$ cat src/core/evf_pkg.sv
/*
 * evf_pkg: register map, field layout, reset values and timing constants
 * of the encoder velocity filter.
 * Assumes a 32-bit APB slave with word registers at four times the index.
 */
package evf_pkg;
	// register indices; byte address is four times the index
	localparam logic [7:0] IDX_IDLE_TIMEOUT = 8'h62;
	localparam logic [7:0] IDX_FILTER_CFG = 8'h63;
	localparam logic [7:0] IDX_RAW_SPEED = 8'h65;
	localparam logic [7:0] IDX_SMOOTH_SPEED = 8'h66;
	localparam logic [7:0] IDX_EVENT_STATUS = 8'h70;
	localparam logic [7:0] IDX_EVENT_MASK = 8'h71;
	localparam logic [7:0] IDX_ENC_MODE = 8'h72;
	localparam logic [7:0] IDX_POLL_PERIOD = 8'h73;
	// field positions in the filter configuration word
	localparam int WAIT_LSB = 0;
	localparam int WAIT_MSB = 7;
	localparam int SHIFT_LSB = 8;
	localparam int SHIFT_MSB = 11;
	localparam int PERIOD_LSB = 16;
	localparam int PERIOD_MSB = 31;
	// status, mask and mode bits
	localparam int EVT_IDLE_BIT = 0;
	localparam int MODE_ABS_BIT = 0;
	// values after reset
	localparam logic [31:0] RST_IDLE_TIMEOUT = 32'h0000_0000;
	localparam logic [31:0] RST_FILTER_CFG = 32'h0100_0440;
	localparam logic [31:0] RST_POLL_PERIOD = 32'h0000_0100;
	localparam logic [31:0] RST_ZERO = 32'h0000_0000;
	// timing
	localparam longint CLK_HZ = 40000000;
	localparam int CLK_PERIOD_NS = 25;
	localparam logic [31:0] MIN_INC_PERIOD = 32'h0000_0100;
	localparam int DIV_STEPS = 48;
	localparam logic [47:0] CLK_HZ_W = 48'(CLK_HZ);
endpackage

$ cat src/core/evf_core.sv
/*
 * evf_core: encoder velocity measurement, recursive mean filter and idle
 * event, with an APB register slave and a masked interrupt output.
 * Assumes CLK_IN at 40 MHz, encoder A/B pins asynchronous to it, and an
 * absolute-encoder position word with a strobe from logic on CLK_IN.
 */
`timescale 1ns/10ps

// Overview of operation
// - raw encoder speed readable in microsteps per second
// - filtered encoder speed readable as separate register
// - bits 7:0 set filter sample wait cycles
// - absolute mode uses serial poll period for timing
// - bits 11:8 set filter shift exponent
// - mean minus shifted mean plus shifted raw
// - bits 31:16 set high speed update period
// - incremental update period never below 256 cycles
// - incremental low speeds computed on AB transitions only
// - idle timeout without transition raises idle event
module evf_core (
	input wire logic CLK_IN,
	input wire logic RST_N_IN,
	input wire logic PSEL_IN,
	input wire logic PENABLE_IN,
	input wire logic PWRITE_IN,
	input wire logic [11:0] PADDR_IN,
	input wire logic [31:0] PWDATA_IN,
	output logic PREADY_OUT,
	output logic [31:0] PRDATA_OUT,
	output logic PSLVERR_OUT,
	output logic IRQ_OUT,
	input wire logic ENC_A_IN,
	input wire logic ENC_B_IN,
	input wire logic [31:0] ABS_POS_IN,
	input wire logic ABS_POS_VALID_IN
);
	logic [31:0] idle_timeout_ff, filter_cfg_ff, poll_period_ff;
	logic [31:0] status_ff, mask_ff, mode_ff;
	logic [31:0] raw_speed_ff, smooth_speed_ff;
	logic pready_ff, pslverr_ff, irq_ff;
	logic [31:0] prdata_ff;
	logic [2:0] a_sync_ff, b_sync_ff;
	logic [31:0] pos_ff, pos_last_ff, abs_last_ff;
	logic [31:0] period_cnt_ff, edge_cnt_ff, wait_cnt_ff, idle_cnt_ff;
	logic idle_armed_ff;
	logic slow_ff;
	logic [47:0] div_num_ff;
	logic [32:0] div_rem_ff;
	logic [31:0] div_den_ff;
	logic [5:0] div_step_ff;
	logic div_busy_ff, div_neg_ff;

	// bus decode
	logic wr_acc, rd_acc, addr_ok;
	logic [7:0] idx;
	logic [31:0] rd_mux;
	assign idx = PADDR_IN[9:2];
	assign wr_acc = PSEL_IN & PENABLE_IN & pready_ff & PWRITE_IN;
	assign rd_acc = PSEL_IN & PENABLE_IN & ~pready_ff & ~PWRITE_IN;

	always_comb begin
		addr_ok = (PADDR_IN[11:10] == 2'h0) && (PADDR_IN[1:0] == 2'h0);
		rd_mux = 32'h0000_0000;
		case (idx)
			evf_pkg::IDX_IDLE_TIMEOUT: rd_mux = idle_timeout_ff;
			evf_pkg::IDX_FILTER_CFG: rd_mux = filter_cfg_ff;
			evf_pkg::IDX_RAW_SPEED: rd_mux = raw_speed_ff;
			evf_pkg::IDX_SMOOTH_SPEED: rd_mux = smooth_speed_ff;
			evf_pkg::IDX_EVENT_STATUS: rd_mux = status_ff;
			evf_pkg::IDX_EVENT_MASK: rd_mux = mask_ff;
			evf_pkg::IDX_ENC_MODE: rd_mux = mode_ff;
			evf_pkg::IDX_POLL_PERIOD: rd_mux = poll_period_ff;
			default: addr_ok = 1'b0;
		endcase
	end

	// apb answer: one wait state so ready and data come from flops
	always_ff @(posedge CLK_IN) begin
		if (!RST_N_IN) begin
			pready_ff <= 1'b0;
			pslverr_ff <= 1'b0;
			prdata_ff <= evf_pkg::RST_ZERO;
		end else begin
			pready_ff <= PSEL_IN & PENABLE_IN & ~pready_ff;
			pslverr_ff <= PSEL_IN & PENABLE_IN & ~pready_ff & ~addr_ok;
			if (rd_acc)
				prdata_ff <= addr_ok ? rd_mux : 32'h0000_0000;
		end
	end

	// writable configuration; speeds are read only
	logic wr_ok;
	assign wr_ok = wr_acc & ~pslverr_ff;
	always_ff @(posedge CLK_IN) begin
		if (!RST_N_IN) begin
			idle_timeout_ff <= evf_pkg::RST_IDLE_TIMEOUT;
			filter_cfg_ff <= evf_pkg::RST_FILTER_CFG;
			mask_ff <= evf_pkg::RST_ZERO;
			mode_ff <= evf_pkg::RST_ZERO;
			poll_period_ff <= evf_pkg::RST_POLL_PERIOD;
		end else if (wr_ok) begin
			case (idx)
				evf_pkg::IDX_IDLE_TIMEOUT: idle_timeout_ff <= PWDATA_IN;
				evf_pkg::IDX_FILTER_CFG: filter_cfg_ff <= PWDATA_IN;
				evf_pkg::IDX_EVENT_MASK:
					mask_ff <= {31'h0, PWDATA_IN[evf_pkg::EVT_IDLE_BIT]};
				evf_pkg::IDX_ENC_MODE:
					mode_ff <= {31'h0, PWDATA_IN[evf_pkg::MODE_ABS_BIT]};
				evf_pkg::IDX_POLL_PERIOD: poll_period_ff <= PWDATA_IN;
				default: ;
			endcase
		end
	end

	// configuration fields
	logic abs_mode;
	logic [7:0] cfg_wait;
	logic [3:0] cfg_shift;
	logic [15:0] cfg_period;
	logic [31:0] upd_period, sample_wait;
	assign abs_mode = mode_ff[evf_pkg::MODE_ABS_BIT];
	assign cfg_wait =
		filter_cfg_ff[evf_pkg::WAIT_MSB:evf_pkg::WAIT_LSB];
	assign cfg_shift =
		filter_cfg_ff[evf_pkg::SHIFT_MSB:evf_pkg::SHIFT_LSB];
	assign cfg_period =
		filter_cfg_ff[evf_pkg::PERIOD_MSB:evf_pkg::PERIOD_LSB];

	// the wait field is trusted above 32 cycles; smaller values still run
	always_comb begin
		if (abs_mode) begin
			upd_period = poll_period_ff;
			sample_wait = poll_period_ff;
		end else begin
			upd_period = ({16'h0, cfg_period} < evf_pkg::MIN_INC_PERIOD) ?
				evf_pkg::MIN_INC_PERIOD : {16'h0, cfg_period};
			sample_wait = {24'h0, cfg_wait};
		end
		if (upd_period == 32'h0)
			upd_period = 32'h0000_0001;
		if (sample_wait == 32'h0)
			sample_wait = 32'h0000_0001;
	end

	// pin synchronisers; stage 0 is read only by stage 1
	always_ff @(posedge CLK_IN) begin
		if (!RST_N_IN) begin
			a_sync_ff <= 3'h0;
			b_sync_ff <= 3'h0;
		end else begin
			a_sync_ff <= {a_sync_ff[1:0], ENC_A_IN};
			b_sync_ff <= {b_sync_ff[1:0], ENC_B_IN};
		end
	end

	// quadrature decode; a double change is dropped as a glitch
	logic a_chg, b_chg, ab_step, step_up;
	assign a_chg = a_sync_ff[2] ^ a_sync_ff[1];
	assign b_chg = b_sync_ff[2] ^ b_sync_ff[1];
	assign ab_step = (a_chg ^ b_chg) & ~abs_mode;
	assign step_up = a_sync_ff[2] ^ b_sync_ff[1];

	// position counting and per-period delta
	logic period_tick;
	logic [31:0] cur_pos, delta, delta_mag;
	assign period_tick = abs_mode ? ABS_POS_VALID_IN :
		(period_cnt_ff >= upd_period - 32'h1);
	assign cur_pos = abs_mode ? ABS_POS_IN : pos_ff;
	assign delta = cur_pos - (abs_mode ? abs_last_ff : pos_last_ff);
	assign delta_mag = delta[31] ? (32'h0 - delta) : delta;

	always_ff @(posedge CLK_IN) begin
		if (!RST_N_IN) begin
			pos_ff <= evf_pkg::RST_ZERO;
			pos_last_ff <= evf_pkg::RST_ZERO;
			abs_last_ff <= evf_pkg::RST_ZERO;
			period_cnt_ff <= evf_pkg::RST_ZERO;
			slow_ff <= 1'b1;
		end else begin
			if (ab_step)
				pos_ff <= step_up ? pos_ff + 32'h1 : pos_ff - 32'h1;
			if (period_tick) begin
				period_cnt_ff <= 32'h0;
				pos_last_ff <= pos_ff;
				slow_ff <= (delta_mag <= 32'h1); // closing period was slow
				if (abs_mode)
					abs_last_ff <= ABS_POS_IN;
			end else begin
				period_cnt_ff <= period_cnt_ff + 32'h1;
			end
		end
	end

	// cycles since the last transition, saturating
	always_ff @(posedge CLK_IN) begin
		if (!RST_N_IN)
			edge_cnt_ff <= 32'hffff_ffff;
		else if (ab_step)
			edge_cnt_ff <= 32'h1;
		else if (edge_cnt_ff != 32'hffff_ffff)
			edge_cnt_ff <= edge_cnt_ff + 32'h1;
	end

	// divider start: fast and absolute moves per period, slow incremental moves per transition
	logic hi_start, lo_start;
	assign hi_start = period_tick & (abs_mode | (delta_mag > 32'h1));
	// judged on the last whole period, so the first steps of a fresh period
	// at speed still take the slow path when the period before was slow
	assign lo_start = ab_step & ~hi_start & slow_ff &
		(edge_cnt_ff != 32'hffff_ffff);

	// restoring divider; a transition during a busy divide is skipped
	logic [32:0] trial;
	logic [30:0] quo_clip;
	assign trial = {div_rem_ff[31:0], div_num_ff[47]};
	assign quo_clip = (div_num_ff[47:31] != 17'h0) ? 31'h7fff_ffff :
		div_num_ff[30:0];
	always_ff @(posedge CLK_IN) begin
		if (!RST_N_IN) begin
			div_busy_ff <= 1'b0;
			div_neg_ff <= 1'b0;
			div_step_ff <= 6'h0;
			div_num_ff <= 48'h0;
			div_rem_ff <= 33'h0;
			div_den_ff <= evf_pkg::RST_ZERO;
			raw_speed_ff <= evf_pkg::RST_ZERO;
		end else if (!div_busy_ff && (hi_start || lo_start)) begin
			div_busy_ff <= 1'b1;
			div_step_ff <= 6'h0;
			div_rem_ff <= 33'h0;
			if (hi_start) begin
				div_neg_ff <= delta[31];
				div_num_ff <= 48'(delta_mag[15:0] * evf_pkg::CLK_HZ_W);
				div_den_ff <= abs_mode ? upd_period : upd_period;
			end else begin
				div_neg_ff <= ~step_up;
				div_num_ff <= evf_pkg::CLK_HZ_W;
				div_den_ff <= edge_cnt_ff;
			end
		end else if (div_busy_ff) begin
			if (div_step_ff == 6'(evf_pkg::DIV_STEPS)) begin
				div_busy_ff <= 1'b0;
				raw_speed_ff <= div_neg_ff ? 32'h0 - {1'b0, quo_clip} :
					{1'b0, quo_clip};
			end else begin
				div_step_ff <= div_step_ff + 6'h1;
				if (trial >= {1'b0, div_den_ff}) begin
					div_rem_ff <= trial - {1'b0, div_den_ff};
					div_num_ff <= {div_num_ff[46:0], 1'b1};
				end else begin
					div_rem_ff <= trial;
					div_num_ff <= {div_num_ff[46:0], 1'b0};
				end
			end
		end
	end

	// recursive mean; shifts are arithmetic so negative speeds settle
	logic signed [31:0] mean_s, raw_s, mean_nxt;
	assign mean_s = signed'(smooth_speed_ff);
	assign raw_s = signed'(raw_speed_ff);
	assign mean_nxt = mean_s - (mean_s >>> cfg_shift) +
		(raw_s >>> cfg_shift);
	always_ff @(posedge CLK_IN) begin
		if (!RST_N_IN) begin
			wait_cnt_ff <= evf_pkg::RST_ZERO;
			smooth_speed_ff <= evf_pkg::RST_ZERO;
		end else if (wait_cnt_ff >= sample_wait - 32'h1) begin
			wait_cnt_ff <= 32'h0;
			smooth_speed_ff <= unsigned'(mean_nxt);
		end else begin
			wait_cnt_ff <= wait_cnt_ff + 32'h1;
		end
	end

	// idle watchdog fires once per quiet spell; zero timeout disables it
	logic idle_hit;
	assign idle_hit = idle_armed_ff && (idle_timeout_ff != 32'h0) &&
		(idle_cnt_ff >= idle_timeout_ff - 32'h1) && !ab_step;
	always_ff @(posedge CLK_IN) begin
		if (!RST_N_IN) begin
			idle_cnt_ff <= evf_pkg::RST_ZERO;
			idle_armed_ff <= 1'b1;
		end else if (ab_step) begin
			idle_cnt_ff <= 32'h0;
			idle_armed_ff <= 1'b1;
		end else if (idle_hit) begin
			idle_armed_ff <= 1'b0;
		end else if (idle_armed_ff) begin
			idle_cnt_ff <= idle_cnt_ff + 32'h1;
		end
	end

	// sticky status, write one to clear; a new event beats the clear
	logic clr_idle;
	assign clr_idle = wr_ok && (idx == evf_pkg::IDX_EVENT_STATUS) &&
		PWDATA_IN[evf_pkg::EVT_IDLE_BIT];
	always_ff @(posedge CLK_IN) begin
		if (!RST_N_IN)
			status_ff <= evf_pkg::RST_ZERO;
		else if (idle_hit)
			status_ff <= {31'h0, 1'b1};
		else if (clr_idle)
			status_ff <= 32'h0;
	end

	// interrupt level, one cycle behind the status flop
	always_ff @(posedge CLK_IN) begin
		if (!RST_N_IN)
			irq_ff <= 1'b0;
		else
			irq_ff <= |(status_ff & mask_ff);
	end

	assign PREADY_OUT = pready_ff;
	assign PRDATA_OUT = prdata_ff;
	assign PSLVERR_OUT = pslverr_ff;
	assign IRQ_OUT = irq_ff;
endmodule

$ cat config.mk
export PLATFORM = sky130hd
export DESIGN_NAME = evf_core
export DESIGN_NICKNAME = d
export VERILOG_FILES = /design/src/core/evf_pkg.sv /design/src/core/evf_core.sv
export SDC_FILE = /design/constraint.sdc
export NUM_CORES = 2
export LEC_CHECK = 0
export BUFFER_PORTS_ARGS = -buffer_cell sky130_fd_sc_hd__clkbuf_2
export CAP_MARGIN = 20
export CORE_MARGIN = 4
export CORE_UTILIZATION = 50
export DETAILED_ROUTE_END_ITERATION = 7
export PLACE_DENSITY = 0.66
export SLEW_MARGIN = 0
export SYNTH_ARGS = -nofsm -noshare
export SYNTH_HDL_FRONTEND = slang
export SYNTH_SLANG_ARGS = --single-unit
$ cat constraint.sdc
create_clock -name CLK_IN -period 31 [get_ports CLK_IN]
set_clock_uncertainty 0.2 [all_clocks]
set_input_delay 6.2 -clock CLK_IN [delete_from_list [all_inputs] [get_ports CLK_IN]]
set_output_delay 6.2 -clock CLK_IN [all_outputs]
set_load 0.005 [all_outputs]
==> reports/summary.md <==
The flow ran to the end, and the final reports show no timing, DRC or antenna violations. The total overflow left after global routing is 0. The worst pin sits at a relative slew slack of 28.69%. Detailed routing inserted a total of 38,960 vias. Share of flip-flops with an asynchronous set or reset after synthesis: 0%. For this configuration, the core starts out at a cell density of 50.50%.

The fill cell instance count of the final layout is 8,094. Counting stages on the worst path, the most repeated cell is sky130_fd_sc_hd__ha_1. Sum of negative setup slack: 0 ns. The clock network latency to the later pin of the worst-skew pair is 0.65 ns. The initialized floorplan defines 107 standard-cell rows. The tools report the H-tree depth as 3. In the final layout, the share of cells above drive strength 1 is 7.892%. The number of warnings printed during yosys synthesis is 0, and the half-perimeter wire length after placement is 95.29 mm. The final period demand of the worst path came out at 15.39 ns.

The prevailing post-synth register cell is sky130_fd_sc_hd__dfxtp_1. The first detailed-routing pass ran for 7 iterations. The number of hold buffers added after CTS was 0.

The clock-pin transition on the worst setup and hold timing paths is 0.06 ns, and the number of input and output port buffers inserted is 118. For this design, the sink count on the clock tree is 550. In the finished design, the share of the clock period the worst path needs comes to 49.64%. The number of post-CTS setup repair buffers is 0. The tools report the worst setup path startpoint as ABS_POS_IN[18]. After floorplanning, the core was sized to cover 85,280 um2. The longest clock path from root to sink contains 3 buffers.

The average wire length per cell after detail routing is 19.18 um. The tree is rooted in a sky130_fd_sc_hd__clkbuf_16. Timing would allow up to 0.06499 GHz. The number of antenna violations at the first check in global routing came out at 3. The tools report the count of endpoints failing hold in the final timing report as 0.

Sorting the synthesized cells by area gives the leading types as sky130_fd_sc_hd__dfxtp_1, sky130_fd_sc_hd__ha_1, sky130_fd_sc_hd__nand2_1. The count of mapped cells out of synthesis was 5,414; the transition time at the pin with the least slew margin was 1.067 ns. The reg-to-reg endpoint is div_num_ff[40]$_SDFFE_PN0P_. The run gives 36,480 as the via count of the first global-routing pass.

The detailed router's first-iteration violation count was 3,215; the number of routed nets with antenna violations was 0. TritonCTS built the clock tree. In this run the count of I/O pins placed on the die edge is 119. The tools report the endpoint of the most critical setup path as div_num_ff[40]$_SDFFE_PN0P_. Wires add up to 126.0 mm.

The number of buffers inserted during clock tree synthesis is 67, and the setup slack on the worst flop-to-flop path is 19.81 ns. The vertical die dimension was 301.5 um; the mean post-synth cell area was 7.954 um2. The maximum net fanout on the critical path works out to 20.

Sequential cells were found to cover 25.57% of the synthesized design area. The library cells used most frequently in the layout, excluding fill and tap cells, are sky130_fd_sc_hd__nand2_1, sky130_fd_sc_hd__nor2_1, sky130_fd_sc_hd__dfxtp_1. For met3 alone, demand over resource in global routing was 4.003%. The number of register bits inferred by synthesis was 550; the area added between synthesis and finish was 8.929%. Using the TritonRoute via totals, the vias-per-cell ratio works out to 5.931. The path class of the tightest hold or removal check is reg2reg. Setup repair after global routing left no endpoint under its margin. The startpoint type of the worst setup path was a primary input.

The run gives 44.41% as the routing usage on met2. The horizontal extent of the die was 301.5 um. The endpoint class of the critical path was a register.

The run gives 27.00% as the global router's overall resource usage. Data on the critical path arrives at its endpoint at 15.69 ns. The max-slew violation count is 0. The synthesized netlist occupies a cell area of 43,060 um2. The congestion estimate from routability-driven global placement came to 0.9596.

Global-route wire length before repair: 199.8 mm. The global routing stage identified its most utilized layer as met2. The run gives 0 as the number of setup violations in the final report. Library cell contributing the largest single delay on the critical path: sky130_fd_sc_hd__xnor2_1. Global routing used 36.10% of the available met1 tracks. The library cell with the largest summed area after synthesis is sky130_fd_sc_hd__dfxtp_1.

For this run, design rule violations remaining after detail routing come to 0. Endpoint required time on the critical path: 31.30 ns. The number of synthesized flops with an enable pin is 0.

After clock tree synthesis, the repair step resized 0 gates. The maximum number of pins on one net before global-route repair was 89; the delay of the slowest cell on the worst path was 0.67 ns. The start-to-end type of the worst setup path was in2reg. The tool flagged a number of max-cap violations equal to 0.

For the distinct cell type count of the synthesized netlist, the log shows 92. At the end of the flow, the number of nets in the layout was 5,941. The fraction of post-synthesis cell area in the top cell type by area is 25.57%. The full die area is 90,880 um2. The number of nets handed over by synthesis was 5,984.

Counting cells, the worst reg-to-reg path comes to 36. The library cell used most frequently in the layout, excluding fill and tap cells, is sky130_fd_sc_hd__nand2_1. The startpoint identified for the worst register-to-register timing path is mode_ff[0]$_SDFFE_PN0P_.
sequential cells by signal, indices dropped and copies added, names as in the netlist, 6 cells and up:
signal,count
pos_ff,32
div_num_ff,48
edge_cnt_ff,32
abs_last_ff,32
raw_s,32
div_step_ff,6
filter_cfg_ff,32
div_rem_ff,32
idle_timeout_ff,32
period_cnt_ff,32
PRDATA_OUT,32
wait_cnt_ff,32
mean_s,32
pos_last_ff,32
idle_cnt_ff,32
poll_period_ff,32
div_den_ff,32
routing by layer:
metal | routed length (um) | share of wire [%]
met5 | 12 | 0.0095
met4 | 5079 | 4.0
met3 | 8162 | 6.5
met2 | 57420 | 46
met1 | 55320 | 44
logic make-up after synthesis:
group / count (synthesis) / share of synthesized area [%]
muxes: 283 / 7.836
buffers and inverters: 556 / 5.027
AOI/OAI and AO/OA: 1251 / 18.41
and+or+nand+nor: 1955 / 20.56
xor gates and xnor gates: 333 / 6.773
adders and majority gates: 486 / 15.83
DFF: 550 / 25.57
cells in the mapped netlist (10+ instances only):
cell	count
sky130_fd_sc_hd__mux2i_1	192
sky130_fd_sc_hd__nor3_1	95
sky130_fd_sc_hd__o22ai_1	44
sky130_fd_sc_hd__dfxtp_1	550
sky130_fd_sc_hd__nand3b_1	10
sky130_fd_sc_hd__o221ai_1	12
sky130_fd_sc_hd__o41ai_1	10
sky130_fd_sc_hd__buf_1	27
sky130_fd_sc_hd__mux2_2	53
sky130_fd_sc_hd__nor2b_1	44
sky130_fd_sc_hd__a211oi_1	56
sky130_fd_sc_hd__o21ai_0	212
sky130_fd_sc_hd__inv_1	273
sky130_fd_sc_hd__o211a_1	28
sky130_fd_sc_hd__mux4_2	38
sky130_fd_sc_hd__and2_1	41
sky130_fd_sc_hd__buf_2	16
sky130_fd_sc_hd__nor4_1	34
sky130_fd_sc_hd__o21a_1	33
sky130_fd_sc_hd__a21oi_1	456
sky130_fd_sc_hd__a222oi_1	31
sky130_fd_sc_hd__ha_1	388
sky130_fd_sc_hd__o21bai_1	24
sky130_fd_sc_hd__xnor2_1	177
sky130_fd_sc_hd__or2_2	18
sky130_fd_sc_hd__nand3_1	115
sky130_fd_sc_hd__a21o_1	107
sky130_fd_sc_hd__fa_1	98
sky130_fd_sc_hd__nor2_1	555
sky130_fd_sc_hd__clkbuf_1	227
sky130_fd_sc_hd__and3_1	58
sky130_fd_sc_hd__a31oi_1	64
sky130_fd_sc_hd__or4_1	25
sky130_fd_sc_hd__xor2_1	156
sky130_fd_sc_hd__nand2b_1	32
sky130_fd_sc_hd__o31ai_1	16
sky130_fd_sc_hd__nand2_1	761
sky130_fd_sc_hd__a22o_1	11
sky130_fd_sc_hd__and4_1	10
sky130_fd_sc_hd__o211ai_1	36
sky130_fd_sc_hd__nand4_1	72
sky130_fd_sc_hd__or3_1	48
stage by stage:
stage / hold WS [ns] / util, % / setup slack (ns) / std cells / cell area [um2]
finish: 0.2404 / 55.00 / 15.61 / 6569 / 46910
global placement: 0.2408 / 52.06 / 15.16 / 6442 / 44400
global route: 0.2657 / 55.00 / 14.92 / 6567 / 46900
detailed placement: 0.2477 / 52.12 / 15.05 / 6444 / 44450
CTS: 0.2475 / 54.95 / 15.66 / 6565 / 46860
floorplan: 0.2119 / - / 15.98 / 5414 / 43060
worst min path at each step:
stage                                            from                           to  slack, ns  depth (start not counted)
after floorplan               a_sync_ff[0]$_SDFF_PN0_      a_sync_ff[1]$_SDFF_PN0_       0.21                          1
after global placement    abs_last_ff[0]$_SDFFE_PN0P_  abs_last_ff[0]$_SDFFE_PN0P_       0.24                          2
after CTS                     b_sync_ff[0]$_SDFF_PN0_      b_sync_ff[1]$_SDFF_PN0_       0.25                          1
after detailed placement  abs_last_ff[3]$_SDFFE_PN0P_  abs_last_ff[3]$_SDFFE_PN0P_       0.25                          2
after global routing          a_sync_ff[0]$_SDFF_PN0_      a_sync_ff[1]$_SDFF_PN0_       0.27                          1
final                         b_sync_ff[0]$_SDFF_PN0_      b_sync_ff[1]$_SDFF_PN0_       0.24                          1
final cells by class:
| cell class | count | area (um2) | share of cell area (%) |
|---|---|---|---|
| multi-input combinational | 4308 | 29960 | 63.87 |
| sequential | 550 | 11020 | 23.49 |
| clock buffer | 89 | 1901 | 4.052 |
| tap | 1144 | 1431 | 3.051 |
| timing repair buffer | 169 | 1044 | 2.225 |
| inverter | 275 | 1040 | 2.217 |
| clock inverter | 32 | 508.0 | 1.083 |
| antenna | 2 | 5.005 | 0.01067 |
critical path, delay by kind of cell:
family / cells / cell delay (ns)
compound gates: 13 / 3.12
buf+inv: 5 / 0.34
simple gates: 6 / 1.99
mux: 1 / 0.26
xor+xnor: 2 / 0.83
fa+ha+maj: 8 / 2.92
Power is left out: the tool's default activity adds up to more than one toggle a clock period on the data nets, which glitch-free logic cannot reach.
